`src/pkg/fgc_params.svh`:
```
/*
 Register offsets, field positions, reset values and frame lengths of the
 fractional gapped clock control block. Guarded, so it may be included more than once.
*/
`ifndef FGC_PARAMS_SVH
`define FGC_PARAMS_SVH

`define FGC_GCC_OFFSET 8'h72
`define FGC_UOC_OFFSET 8'h73
`define FGC_GCC_RESET 8'h00
`define FGC_UOC_RESET 8'h00
`define FGC_UNMAPPED_READ 8'h00

`define FGC_RX_GAP_EN_BIT 0
`define FGC_RX_FMT_BIT 1
`define FGC_TX_GAP_EN_BIT 2
`define FGC_TX_FMT_BIT 3
`define FGC_RX_CELL_SEL_BIT 4
`define FGC_TX_CELL_SEL_BIT 5
`define FGC_IRQ_DIS_BIT 6
`define FGC_MF_SRC_BIT 7

`define FGC_UOUT_LSB 0
`define FGC_RLT_LSB 4

`define FGC_T1_FRAME_BITS 193
`define FGC_E1_FRAME_BITS 256
`define FGC_CHAN_LSB_POS 3'h7

`endif

```
`src/pkg/fgc_pkg.sv`:
```
/*
 Types shared by the fractional gapped clock control block.
 Assumes nothing of its surroundings.
*/
`default_nettype none
package fgc_pkg;
    typedef enum logic {MODE_E1, MODE_T1} line_mode_t;
    typedef enum logic {SRC_GATED, SRC_LINE} cell_clk_src_t;
    typedef enum logic {MFS_ELASTIC, MFS_FRAMER} mf_src_t;
    typedef logic [7:0] reg_byte_t;
endpackage
`default_nettype wire

```
`src/design/fractional_gapped_clock_control.sv`:
```
/*
 Common control for fractional links: gapped channel clocks, cell bus clock
 choice, interrupt disable, multiframe sync source, user pins, level field.
 Assumes a synchronous byte register port on core_clk and line pins that are
 asynchronous to core_clk; the per-channel selection comes from outside.
*/
`timescale 1ns/10ps
`default_nettype none
`include "fgc_params.svh"
module fractional_gapped_clock_control #(
    parameter int T1_BITS = `FGC_T1_FRAME_BITS,
    parameter int E1_BITS = `FGC_E1_FRAME_BITS
) (
    // Clock and reset
    input wire logic core_clk,
    input wire logic reset_n,
    // Register port
    input wire logic [7:0] reg_addr,
    input wire logic reg_write,
    input wire logic reg_read,
    input wire fgc_pkg::reg_byte_t reg_wdata,
    output fgc_pkg::reg_byte_t reg_rdata,
    // Line pins
    input wire logic rx_line_clock,
    input wire logic tx_line_clock,
    input wire logic rx_frame_sync,
    input wire logic tx_frame_sync,
    input wire fgc_pkg::line_mode_t line_mode,
    // Per-channel selection
    input wire logic rx_chan_select,
    input wire logic tx_chan_select,
    output logic [4:0] rx_next_channel,
    output logic [4:0] tx_next_channel,
    // Channel clock pins
    output logic rx_channel_clock_pin,
    output logic tx_channel_clock_pin,
    // Cell bus clocks
    input wire logic rx_framer_gated_clock,
    input wire logic tx_framer_gated_clock,
    output logic rx_cell_bus_clock,
    output logic tx_cell_bus_clock,
    // Interrupt
    input wire logic irq_pending,
    output logic irq_out_n,
    // Multiframe sync
    input wire logic es_mf_sync,
    input wire logic framer_mf_sync,
    input wire logic tx_sync_pin,
    output logic tx_mf_sync,
    // User pins and level threshold
    output logic user_out_bit0,
    output logic user_out_bit1,
    output logic user_out_bit2,
    output logic user_out_bit3,
    output logic [3:0] rx_level_thresh
);
    import fgc_pkg::*;

    localparam int NPIN = 7;

    logic [NPIN-1:0] pins;
    logic [NPIN-1:0] meta_reg, meta_next;
    logic [NPIN-1:0] sync_reg, sync_next;
    logic [1:0] lclk_prev_reg, lclk_prev_next;
    logic rx_lclk, tx_lclk, rx_fs, tx_fs, rx_gclk, tx_gclk, sync_pin;
    logic rx_rise, tx_rise;

    reg_byte_t gcc_reg, gcc_next;
    reg_byte_t uoc_reg, uoc_next;
    reg_byte_t rdata_reg, rdata_next;

    logic rx_cell_reg, rx_cell_next;
    logic tx_cell_reg, tx_cell_next;
    logic irq_n_reg, irq_n_next;
    logic mfs_reg, mfs_next;
    logic [3:0] uout_reg, uout_next;
    logic [3:0] rlt_reg, rlt_next;

    cell_clk_src_t rx_src, tx_src;
    mf_src_t mf_src;

    // Register decode shared by the write and the read path.
    function automatic logic hit(input logic [7:0] addr, input logic [7:0] offset);
        hit = (addr == offset);
    endfunction

    // The seven line, gated clock and sync pins cross two flip-flops before any logic reads them; line_mode is read directly.
    assign pins = {tx_sync_pin, tx_framer_gated_clock, rx_framer_gated_clock,
                   tx_frame_sync, rx_frame_sync, tx_line_clock, rx_line_clock};

    always_comb begin
        meta_next = pins;
        sync_next = meta_reg;
        lclk_prev_next = sync_reg[1:0];
    end

    always_ff @(posedge core_clk or negedge reset_n) begin
        if (!reset_n) begin
            meta_reg <= '0;
            sync_reg <= '0;
            lclk_prev_reg <= 2'h0;
        end else begin
            meta_reg <= meta_next;
            sync_reg <= sync_next;
            lclk_prev_reg <= lclk_prev_next;
        end
    end

    assign rx_lclk = sync_reg[0];
    assign tx_lclk = sync_reg[1];
    assign rx_fs = sync_reg[2];
    assign tx_fs = sync_reg[3];
    assign rx_gclk = sync_reg[4];
    assign tx_gclk = sync_reg[5];
    assign sync_pin = sync_reg[6];
    assign rx_rise = rx_lclk && !lclk_prev_reg[0];
    assign tx_rise = tx_lclk && !lclk_prev_reg[1];

    // Register file; reads return the state held before a same-cycle write.
    always_comb begin
        gcc_next = gcc_reg;
        uoc_next = uoc_reg;
        rdata_next = rdata_reg;
        if (reg_write) begin
            if (hit(reg_addr, `FGC_GCC_OFFSET)) begin
                gcc_next = reg_wdata;
            end else if (hit(reg_addr, `FGC_UOC_OFFSET)) begin
                uoc_next = reg_wdata;
            end
        end
        if (reg_read) begin
            if (hit(reg_addr, `FGC_GCC_OFFSET)) begin
                rdata_next = gcc_reg;
            end else if (hit(reg_addr, `FGC_UOC_OFFSET)) begin
                rdata_next = uoc_reg;
            end else begin
                rdata_next = `FGC_UNMAPPED_READ;
            end
        end
    end

    always_ff @(posedge core_clk or negedge reset_n) begin
        if (!reset_n) begin
            gcc_reg <= `FGC_GCC_RESET;
            uoc_reg <= `FGC_UOC_RESET;
            rdata_reg <= `FGC_UNMAPPED_READ;
        end else begin
            gcc_reg <= gcc_next;
            uoc_reg <= uoc_next;
            rdata_reg <= rdata_next;
        end
    end

    // Output steering. The cell bus clocks are resampled copies, so they
    // carry up to one core cycle of jitter relative to the pins.
    always_comb begin
        rx_src = cell_clk_src_t'(gcc_reg[`FGC_RX_CELL_SEL_BIT]);
        tx_src = cell_clk_src_t'(gcc_reg[`FGC_TX_CELL_SEL_BIT]);
        mf_src = mf_src_t'(gcc_reg[`FGC_MF_SRC_BIT]);
        rx_cell_next = (rx_src == SRC_LINE) ? rx_lclk : rx_gclk;
        tx_cell_next = (tx_src == SRC_LINE) ? tx_lclk : tx_gclk;
        irq_n_next = !(irq_pending && !gcc_reg[`FGC_IRQ_DIS_BIT]);
        // Bit 7 at 0 is only sensible with hardware signalling on.
        mfs_next = (mf_src == MFS_FRAMER) ? (framer_mf_sync || sync_pin) : es_mf_sync;
        uout_next = uoc_reg[`FGC_UOUT_LSB +: 4];
        rlt_next = uoc_reg[`FGC_RLT_LSB +: 4];
    end

    always_ff @(posedge core_clk or negedge reset_n) begin
        if (!reset_n) begin
            rx_cell_reg <= 1'b0;
            tx_cell_reg <= 1'b0;
            irq_n_reg <= 1'b1;
            mfs_reg <= 1'b0;
            uout_reg <= 4'h0;
            rlt_reg <= 4'h0;
        end else begin
            rx_cell_reg <= rx_cell_next;
            tx_cell_reg <= tx_cell_next;
            irq_n_reg <= irq_n_next;
            mfs_reg <= mfs_next;
            uout_reg <= uout_next;
            rlt_reg <= rlt_next;
        end
    end

    assign reg_rdata = rdata_reg;
    assign rx_cell_bus_clock = rx_cell_reg;
    assign tx_cell_bus_clock = tx_cell_reg;
    assign irq_out_n = irq_n_reg;
    assign tx_mf_sync = mfs_reg;
    assign user_out_bit0 = uout_reg[0];
    assign user_out_bit1 = uout_reg[1];
    assign user_out_bit2 = uout_reg[2];
    assign user_out_bit3 = uout_reg[3];
    assign rx_level_thresh = rlt_reg;

    // Receive and transmit paths are fully independent generators.
    gap_clock_gen #(
        .T1_BITS(T1_BITS),
        .E1_BITS(E1_BITS)
    ) rx_gen (
        .core_clk(core_clk),
        .reset_n(reset_n),
        .line_clk_level(rx_lclk),
        .line_clk_rise(rx_rise),
        .frame_start(rx_fs),
        .line_mode(line_mode),
        .gap_enable(gcc_reg[`FGC_RX_GAP_EN_BIT]),
        .fmt_56k(gcc_reg[`FGC_RX_FMT_BIT]),
        .chan_select(rx_chan_select),
        .next_channel(rx_next_channel),
        .chan_clock(rx_channel_clock_pin)
    );

    gap_clock_gen #(
        .T1_BITS(T1_BITS),
        .E1_BITS(E1_BITS)
    ) tx_gen (
        .core_clk(core_clk),
        .reset_n(reset_n),
        .line_clk_level(tx_lclk),
        .line_clk_rise(tx_rise),
        .frame_start(tx_fs),
        .line_mode(line_mode),
        .gap_enable(gcc_reg[`FGC_TX_GAP_EN_BIT]),
        .fmt_56k(gcc_reg[`FGC_TX_FMT_BIT]),
        .chan_select(tx_chan_select),
        .next_channel(tx_next_channel),
        .chan_clock(tx_channel_clock_pin)
    );

    AST_GCC_WRITE: assert property (@(posedge core_clk) disable iff (!reset_n)
        reg_write && reg_addr == 8'h72 |=> gcc_reg == $past(reg_wdata))
        else $error("gapped clock control write not stored");
    AST_UOUT_FOLLOW: assert property (@(posedge core_clk) disable iff (!reset_n)
        reg_write && reg_addr == 8'h73 |-> ##2
        {user_out_bit3, user_out_bit2, user_out_bit1, user_out_bit0} == $past(reg_wdata[3:0], 2))
        else $error("user pins do not follow the written bits");
    AST_RLT_FOLLOW: assert property (@(posedge core_clk) disable iff (!reset_n)
        reg_write && reg_addr == 8'h73 |-> ##2 rx_level_thresh == $past(reg_wdata[7:4], 2))
        else $error("level threshold does not follow the written bits");
    AST_IRQ_BLOCKED: assert property (@(posedge core_clk) disable iff (!reset_n)
        gcc_reg[6] |=> irq_out_n)
        else $error("interrupt driven while globally disabled");
    AST_IRQ_PASSED: assert property (@(posedge core_clk) disable iff (!reset_n)
        !gcc_reg[6] && irq_pending |=> !irq_out_n)
        else $error("interrupt lost while enabled");
    AST_MF_ELASTIC: assert property (@(posedge core_clk) disable iff (!reset_n)
        !gcc_reg[7] |=> tx_mf_sync == $past(es_mf_sync))
        else $error("multiframe sync not from elastic store");
    AST_RX_CELL_LINE: assert property (@(posedge core_clk) disable iff (!reset_n)
        gcc_reg[4] |=> rx_cell_bus_clock == $past(sync_reg[0]))
        else $error("receive cell bus clock not the line clock");
    AST_TX_CELL_GATED: assert property (@(posedge core_clk) disable iff (!reset_n)
        !gcc_reg[5] |=> tx_cell_bus_clock == $past(sync_reg[5]))
        else $error("transmit cell bus clock not the gated clock");
endmodule
`default_nettype wire

```
`src/design/gap_clock_gen.sv`:
```
/*
 One direction of the gapped channel clock: counts line bits in the frame,
 latches the per-channel selection and shapes the channel clock pin.
 Assumes line clock level, rise and frame start are already synchronised.
*/
`timescale 1ns/10ps
`default_nettype none
`include "fgc_params.svh"
module gap_clock_gen #(
    parameter int T1_BITS = `FGC_T1_FRAME_BITS,
    parameter int E1_BITS = `FGC_E1_FRAME_BITS
) (
    // Clock and reset
    input wire logic core_clk,
    input wire logic reset_n,
    // Synchronised line timing
    input wire logic line_clk_level,
    input wire logic line_clk_rise,
    input wire logic frame_start,
    input wire fgc_pkg::line_mode_t line_mode,
    // Control
    input wire logic gap_enable,
    input wire logic fmt_56k,
    input wire logic chan_select,
    // Results
    output logic [4:0] next_channel,
    output logic chan_clock
);
    import fgc_pkg::*;

    logic [8:0] bit_reg, bit_next;
    logic sel_reg, sel_next;
    logic [4:0] nch_reg, nch_next;
    logic clk_reg, clk_next;
    logic [8:0] last_bit;
    logic [8:0] upcoming;
    logic [7:0] pay_next;
    logic [7:0] pay_up;
    logic fbit_next;

    // Position of a bit within the 256-bit payload; T1 loses its framing bit.
    function automatic logic [7:0] payload_pos(input logic [8:0] pos, input line_mode_t mode);
        payload_pos = (mode == MODE_T1) ? 8'(pos - 9'h001) : pos[7:0];
    endfunction

    always_comb begin
        last_bit = (line_mode == MODE_T1) ? 9'(T1_BITS - 1) : 9'(E1_BITS - 1);
        bit_next = bit_reg;
        sel_next = sel_reg;
        if (line_clk_rise) begin
            if (frame_start || bit_reg == last_bit) begin
                bit_next = 9'h000;
            end else begin
                bit_next = bit_reg + 9'h001;
            end
        end
        pay_next = payload_pos(bit_next, line_mode);
        fbit_next = (line_mode == MODE_T1) && (bit_next == 9'h000);
        // The selection is taken only as a channel begins, so it is steady for all its bits.
        if (line_clk_rise && !fbit_next && pay_next[2:0] == 3'h0) begin
            sel_next = chan_select;
        end
        upcoming = (bit_reg == last_bit) ? 9'h000 : bit_reg + 9'h001;
        pay_up = payload_pos(upcoming, line_mode);
        nch_next = pay_up[7:3];
        if (gap_enable) begin
            // No pulse for the framing bit, unselected channels or the 56k LSB.
            clk_next = line_clk_level && sel_next && !fbit_next
                && !(fmt_56k && pay_next[2:0] == `FGC_CHAN_LSB_POS);
        end else begin
            // Ordinary function: one pulse on the first bit of every channel.
            clk_next = line_clk_level && !fbit_next && pay_next[2:0] == 3'h0;
        end
    end

    always_ff @(posedge core_clk or negedge reset_n) begin
        if (!reset_n) begin
            bit_reg <= 9'h000;
            sel_reg <= 1'b0;
            nch_reg <= 5'h00;
            clk_reg <= 1'b0;
        end else begin
            bit_reg <= bit_next;
            sel_reg <= sel_next;
            nch_reg <= nch_next;
            clk_reg <= clk_next;
        end
    end

    assign next_channel = nch_reg;
    assign chan_clock = clk_reg;

    AST_NO_FBIT_PULSE: assert property (@(posedge core_clk) disable iff (!reset_n)
        gap_enable && line_mode == MODE_T1 && line_clk_rise && bit_next == 9'h000
        |-> ##1 !chan_clock [*3])
        else $error("gapped clock pulsed in the framing bit");
    AST_NO_LSB_56K: assert property (@(posedge core_clk) disable iff (!reset_n)
        gap_enable && fmt_56k && pay_next[2:0] == 3'h7 && !fbit_next |=> !chan_clock)
        else $error("gapped clock pulsed on a 56k channel LSB");
    AST_UNSELECTED_QUIET: assert property (@(posedge core_clk) disable iff (!reset_n)
        gap_enable && !sel_next |=> !chan_clock)
        else $error("gapped clock pulsed in an unselected channel");
    AST_SEL_STEADY: assert property (@(posedge core_clk) disable iff (!reset_n)
        line_clk_rise && pay_next[2:0] != 3'h0 |=> $stable(sel_reg))
        else $error("channel selection changed inside a channel");
endmodule
`default_nettype wire

```
`config.mk`:
```
export PLATFORM = sky130hd
export DESIGN_NAME = fractional_gapped_clock_control
export DESIGN_NICKNAME = d
export VERILOG_FILES = /design/src/pkg/fgc_pkg.sv /design/src/design/fractional_gapped_clock_control.sv /design/src/design/gap_clock_gen.sv
export VERILOG_INCLUDE_DIRS = /design/src /design/src/pkg
export SDC_FILE = /design/constraint.sdc
export NUM_CORES = 1
export LEC_CHECK = 0
export BUFFER_PORTS_ARGS = -buffer_cell sky130_fd_sc_hd__buf_2
export CORE_MARGIN = 4
export CORE_UTILIZATION = 45
export DETAILED_ROUTE_END_ITERATION = 10
export GPL_TIMING_DRIVEN = 0
export PLACE_DENSITY = 0.75
export SYNTH_ARGS = -nofsm -noshare
export SYNTH_HDL_FRONTEND = slang
export SYNTH_SLANG_ARGS = --single-unit
```
`constraint.sdc`:
```
create_clock -name core_clk -period 3.5 [get_ports core_clk]
set_input_delay 0.175 -clock core_clk [delete_from_list [all_inputs] [get_ports core_clk]]
set_output_delay 0.175 -clock core_clk [all_outputs]
set_load 0.01 [all_outputs]
```
# After elaboration in Yosys (flattened, before gate mapping)
# Cells that the tools add are included.
[classes]
add_sub_neg = 6
mul = 0
div_mod_pow = 0
order_cmp = 0
n_eq_ne = 6
n_shift = 0
muxes = 20
bitwise_logic = 1
n_reduce_logical = 38
[ops]
columns = ["operator", "n"]
rows = [
  ["2-to-1 mux 8 bit", 6],
  ["2-to-1 mux 9 bit", 4],
  ["logical AND 1 bit", 21],
  ["adder 9 x 1 -> 9 bit (second input constant)", 2],
  ["zero test 9 bit", 2],
  ["== test 8 x 7 -> 1 bit (second input constant)", 2],
  ["subtractor 8 x 1 -> 8 bit (second input constant)", 2],
  ["== test 9 x 8 -> 1 bit", 1],
  ["== test 9 bit", 1],
  ["zero test 1 bit", 8],
  ["2-to-1 mux 1 bit", 7],
  ["== test 3 bit (second input constant)", 2],
  ["zero test 3 bit", 2],
  ["2-to-1 mux 3 bit", 2],
  ["2-to-1 mux 6 bit", 1],
  ["subtractor 3 x 1 -> 3 bit (second input constant)", 2],
  ["logical OR 1 bit", 3],
  ["AND reduction 3 bit", 1],
  ["AND reduction 2 bit", 1],
  ["inverter 1 bit", 1],
]
[word_totals]
reg_bits = 84
latch_bits = 0
ramBits = 0
mem_bits_ro = 0
input_bits = 33
output_inout_bits = 32
word_cells = 91
mem_count = 0

# Longest topological paths before layout
[logic_depth]
ltp_word = 15
depth_mapped = 12
ltp_nobuf = 11

# Hierarchy
# Synthesis repeated with hierarchy kept, for this count alone.
[unflattened]
cells_unflattened = 378
area_unflattened_um2 = 4246.6
[by_module_without_submodules]
columns = ["mod", "n_inst", "cells_each", "area_each_um2", "seq_area_each_um2"]
rows = [
  ["fractional_gapped_clock_control", 1, 120, 1881.8, 1302.5],
  ["gap_clock_gen at tx_gen", 1, 131, 1224.9, 400.4],
  ["gap_clock_gen at rx_gen", 1, 127, 1139.8, 400.4],
]

# Worst setup path after synthesis
# Ideal clock, no wire load.
[synth_timing]
path_kind = "register to register"
from = "register tx_gen.bit_reg[4]"
to = "register tx_gen.clk_reg, in the netlist tx_gen.chan_clock"
setup_time_ns = 0.120
arrival_ns = 2.957
required_ns = 3.380
setup_slack_ns = 0.424
path_stages_with_launch = 13
path_buffers = 1
synth_period_minus_slack_ns = 3.076
cell_sequence = "dfrtp_1 -> buf_6 -> or4_4 -> nor4_4 -> o21ai_2 -> a22oi_4 -> ha_1 -> nand2_1 -> a2111oi_0 -> nand4bb_1 -> o211ai_2 -> mux2_4 -> a31o_1"
[synth_via]
elab_chain_cells = 14
elab_cells_between_ends = 23
classes_between = "add/sub: 2; eq/ne: 2; mux: 5; reduce/logical: 14"
[synth_rtl]
columns = ["element", "line_no", "text"]
rows = [
  ["from (decl)", "gap_clock_gen.sv:31", "logic [8:0] bit_reg, bit_next;"],
  ["from (signal assigned)", "gap_clock_gen.sv:83", "bit_reg <= bit_next;"],
  ["branches (longest 3 deep; another with adder 9 x 1 -> 9 bit)", "--", ""],
  ["2-to-1 mux 9 bit (*)", "gap_clock_gen.sv:50", "if (line_clk_rise) begin"],
  ["zero test 9 bit", "gap_clock_gen.sv:58", "fbit_next = (line_mode == MODE_T1) && (bit_next == 9'h000);"],
  ["logical AND 1 bit", "gap_clock_gen.sv:58", ""],
  ["zero test 1 bit", "gap_clock_gen.sv:60", "if (line_clk_rise && !fbit_next && pay_next[2:0] == 3'h0) begin"],
  ["logical AND 1 bit", "gap_clock_gen.sv:60", ""],
  ["logical AND 1 bit (*)", "gap_clock_gen.sv:60", ""],
  ["2-to-1 mux 1 bit (*)", "gap_clock_gen.sv:60", ""],
  ["named net tx_gen.sel_next", "gap_clock_gen.sv:32", "logic sel_reg, sel_next;"],
  ["logical AND 1 bit (*) (3 in a row)", "gap_clock_gen.sv:68", "clk_next = line_clk_level && sel_next && !fbit_next"],
  ["2-to-1 mux 1 bit (*)", "gap_clock_gen.sv:66", "if (gap_enable) begin"],
  ["named net tx_gen.clk_next", "gap_clock_gen.sv:34", "logic clk_reg, clk_next;"],
  ["to (signal assigned)", "gap_clock_gen.sv:86", "clk_reg <= clk_next;"],
  ["to (decl)", "gap_clock_gen.sv:34", ""],
]
# Mark *: on every way through the listed nets, which the timed path passes.
# A chain may end at the register's enable or synchronous reset.

# Worst setup path in the final report
# Same ends and word-level chain as after synthesis.

==> flow_metrics.env <==
export IMPL_status="finished, final reports clean"
export IMPL_clock_latency_ns=0.35
export IMPL_worstSetupStartpointType="flop"
export IMPL_worst_slew_pin_slew_ns=0.815
export IMPL_yosysTopAreaCellShare_pct=50.1
export IMPL_global_route_usage_total_pct=16.5
export IMPL_critical_path_max_stage_delay_ns=0.55
export IMPL_synth_top_cells_by_area="dfrtp_1, mux2_2, nand2_1"
export IMPL_power_density_of_the_placed_cells_nw_per_um2=439
export IMPL_synth_top_area_cell="dfrtp_1"
export IMPL_clock_tree_htree_level_count=3
export IMPL_setup_violations=0
export IMPL_first_pass_grt_wire_length_mm=15.0
export IMPL_worst_setup_path_startpoint="tx_gen.bit_reg[4]$_DFF_PN0_"
export IMPL_placeableCoreArea_um2=8850
export IMPL_r2r_start="tx_gen.bit_reg[4]$_DFF_PN0_"
export IMPL_timing_critical_path_arrival_ns=3.62
export IMPL_min_to="tx_gen.sel_reg$_DFF_PN0_"
export IMPL_synth_edf_count=0
export IMPL_detail_route_first_pass_iterations=4
export IMPL_worst_r2r_endpoint="tx_gen.chan_clock$_DFF_PN0_"
export IMPL_yosys_warnings=0
export IMPL_period_share_pct=96.5
export IMPL_die_area_um2=10800
export IMPL_maximum_number_of_pins_on_one_net_before_global_route_repair=68
export IMPL_tritoncts_clock_tree="yes"
export IMPL_count_of_mapped_cells_out_of_synthesis=384
export IMPL_worst_slack_ns=0.121
export IMPL_area_growth_syn_to_layout_pct=18.8
export IMPL_placed_area_um2=4620
export IMPL_worstHoldStart="tx_chan_select"
export IMPL_cts_buffers_inserted=9
export IMPL_path_max_fanout=9
export IMPL_cap_viol_max_count=0
export IMPL_highest_achievable_clock_rate_mhz=296
export IMPL_critical_path_class="reg2reg"
export IMPL_slew_headroom_pct=45.4
export IMPL_grt_overflow_total=0
export IMPL_number_of_global_route_vias_before_repair=3212
export IMPL_crit_path_cells="buf_6, or4_4, nor4_4, buf_4, o21ai_4, a22oi_4, ha_1, nand2_1, a2111oi_1, nand4bb_1, o211ai_2, mux2_4, a31o_1"
export IMPL_routabilityCongestion=0.881
export IMPL_worstHoldPathCells=2
export IMPL_final_net_count=507
export IMPL_clock_skew_ns=0.0150
export IMPL_ys_async_sr_fraction_pct=100
export IMPL_viasPerCell=5.60
export IMPL_synth_main_ff_cell="dfrtp_1"
export IMPL_place_port_buffers=62
export IMPL_fill_cells=799
export IMPL_clk_slew_on_worst_s_h_paths_ns=0.10
export IMPL_fin_worst_hold_slack_ns=0.0683
export IMPL_place_hpwl_mm=6.07
export IMPL_synth_yosys_seq_area_share_pct=50.7
export IMPL_reg2reg_slack_ns=0.12
export IMPL_totalPowerFinal_w=0.00216
export IMPL_number_of_placed_i_o_pins=65
export IMPL_final_cell_area_um2=4930
export IMPL_route_antenna_remaining_nets=0
export IMPL_antenna_cells=0
export IMPL_slew_violations=0
export IMPL_post_drt_wl_per_cell_um=14.8
export IMPL_ff2ff_path_depth=13
export IMPL_per_instance_average_area_after_synthesis_um2=10.8
export IMPL_die_width_um=104
export IMPL_route_detailed_drc=0
export IMPL_placementRows=34
export IMPL_min_path_type="in2reg"
export IMPL_final_layout_size_suffix_gt1_share_pct=27.1
export IMPL_fin_crit_ns=3.38
export IMPL_synth_ff_latch_count=84
export IMPL_floorplan_initialDensity_pct=46.9
export IMPL_antenna_violations_before_repair=0
export IMPL_drt_wl_total_mm=8.63
export IMPL_leakage_nw=2.26
export IMPL_clock_sink_count=84
export IMPL_worst_ep_required_time_ns=3.74
export IMPL_die_height_um=104
export IMPL_ctsRootBufferMaster="clkbuf_8"
export IMPL_synthesis_area_um2=4150
export IMPL_worst_setup_path_end_kind="flop"
export IMPL_synth_cell_type_count=70
export IMPL_dr_first_iter_drc_count=111
export IMPL_max_clock_path_buffers=2
export IMPL_critical_path_slowest_cell="or4_4"
export IMPL_vdd_ir_drop_max_v=0.000275
export IMPL_detailroute_via_count=3253
export IMPL_hold_viol_final=0
export IMPL_synth_net_count=423
export IMPL_pre_cts_slack_ns=0.125
[power by group]
part           total, W  internal [W]  switching, W
clock network  0.000704      0.000337      0.000367
logic          0.000379      0.000169      0.000210
registers       0.00108       0.00104     0.0000432
total           0.00216       0.00154      0.000620
[worst max-delay path by stage]
| stage | to | cells past startpoint | slack (ns) |
|---|---|---|---|
| after floorplan | tx_gen.chan_clock$_DFF_PN0_ | 12 | 0.42 |
| after global placement | tx_gen.chan_clock$_DFF_PN0_ | 12 | 0.17 |
| after detailed placement | tx_gen.chan_clock$_DFF_PN0_ | 12 | 0.13 |
| after CTS | tx_gen.chan_clock$_DFF_PN0_ | 12 | 0.07 |
| after global routing | tx_gen.chan_clock$_DFF_PN0_ | 13 | -0.001 |
| final | tx_gen.chan_clock$_DFF_PN0_ | 13 | 0.12 |
[critical path: cells and delay by family, from the launching register on]
kind	cells	cell delay, ns
adders and majority gates	1	0.18
AOI/OAI and AO/OA	5	1.03
buffers and inverters	2	0.32
DFF	1	0.38
muxes	1	0.32
and+or+nand+nor	4	1.03
[synthesized netlist by cell type (all sizes together), types with 6 or more instances]
cell type	instances
nor4	6
clkbuf	13
dfrtp	83
inv	16
a211oi	6
nand2	35
o211ai	6
mux2	19
o21ai	20
xnor2	14
buf	7
nand3	11
mux2i	11
o22ai	8
nand2b	7
ha	6
a21oi	11
o41ai	6
nor2	19
nor3	12
[cells by family after synthesis]
family / count (synthesis) / synth area share [%]
muxes: 30 / 7.91
AOI/OAI and AO/OA: 85 / 15.2
DFF: 84 / 50.7
buffers and inverters: 36 / 3.83
adders and majority gates: 6 / 1.81
xor gates and xnor gates: 19 / 4.01
and+or+nand+nor: 124 / 16.5
[through the flow]
stage	utilization [%]	setup TNS [ns]	instances
2_1_floorplan	-	0	384
3_3_place_gp	51.9	0	554
3_5_place_dp	52.2	0	555
4_1_cts	55.5	0	580
5_1_grt	55.7	-0.00141	581
6_report	55.7	0	581
[cells in the final DEF, fill, tap and decap left out, drive strengths merged, types with 2 or more instances in the layout]
master	Yosys	layout
nor4	6	6
a31o	3	3
nand4bb	2	2
dfrtp	83	83
nor2	19	19
buf	7	71
o21ai	20	20
inv	16	18
nand4	5	5
nand3b	4	4
or2	3	3
o41a	2	2
nor2b	3	3
dlygate4sd3	0	9
mux2	19	19
clkbuf	13	23
o21a	3	3
or4	2	2
and2	5	5
ha	6	6
o41ai	6	6
a22oi	2	2
nand3	11	11
a21oi	11	11
mux2i	11	11
and3	4	4
nand2b	7	7
o211ai	6	6
o22ai	8	8
xnor2	14	14
nand2	35	35
a31oi	2	2
a22o	2	2
and4	2	2
nor3	12	12
xor2	5	5
clkinvlp	0	2
a211oi	6	6
o311a	3	3
[per-layer routing]
| layer | up-vias | wire length (um) | part of all wire (%) | GRT usage (%) |
|---|---|---|---|---|
| met5 | - | 0 | 0 | 0 |
| met4 | 0 | 58 | 0.67 | 4.18 |
| met3 | 7 | 596 | 6.9 | 5.46 |
| met2 | 85 | 3930 | 46 | 25.1 |
| met1 | 1598 | 4040 | 47 | 22.8 |
| li1 | 1563 | - | - | - |
[layout make-up]
cell class                 count  area (um^2)  share of cell area, %
timing repair buffer          73          438                   8.89
tap                          108          135                   2.74
sequential                    84         2100                   42.7
clock buffer                  10          128                   2.59
buffer                        20         98.8                   2.01
clock inverter                 6         71.3                   1.45
inverter                      16         60.1                   1.22
multi-input combinational    264         1890                   38.4
[what timing repair did]
| item | CTS | global route |
|---|---|---|
| hold endpoints to repair | 25 | 0 |
| setup buffers | 0 | 1 |
| hold buffers | 9 | 0 |
| setup endpoints to repair | 0 | 1 |
| gates resized for setup | 0 | 2 |
Note: power is estimated with default switching activity, not from simulation.
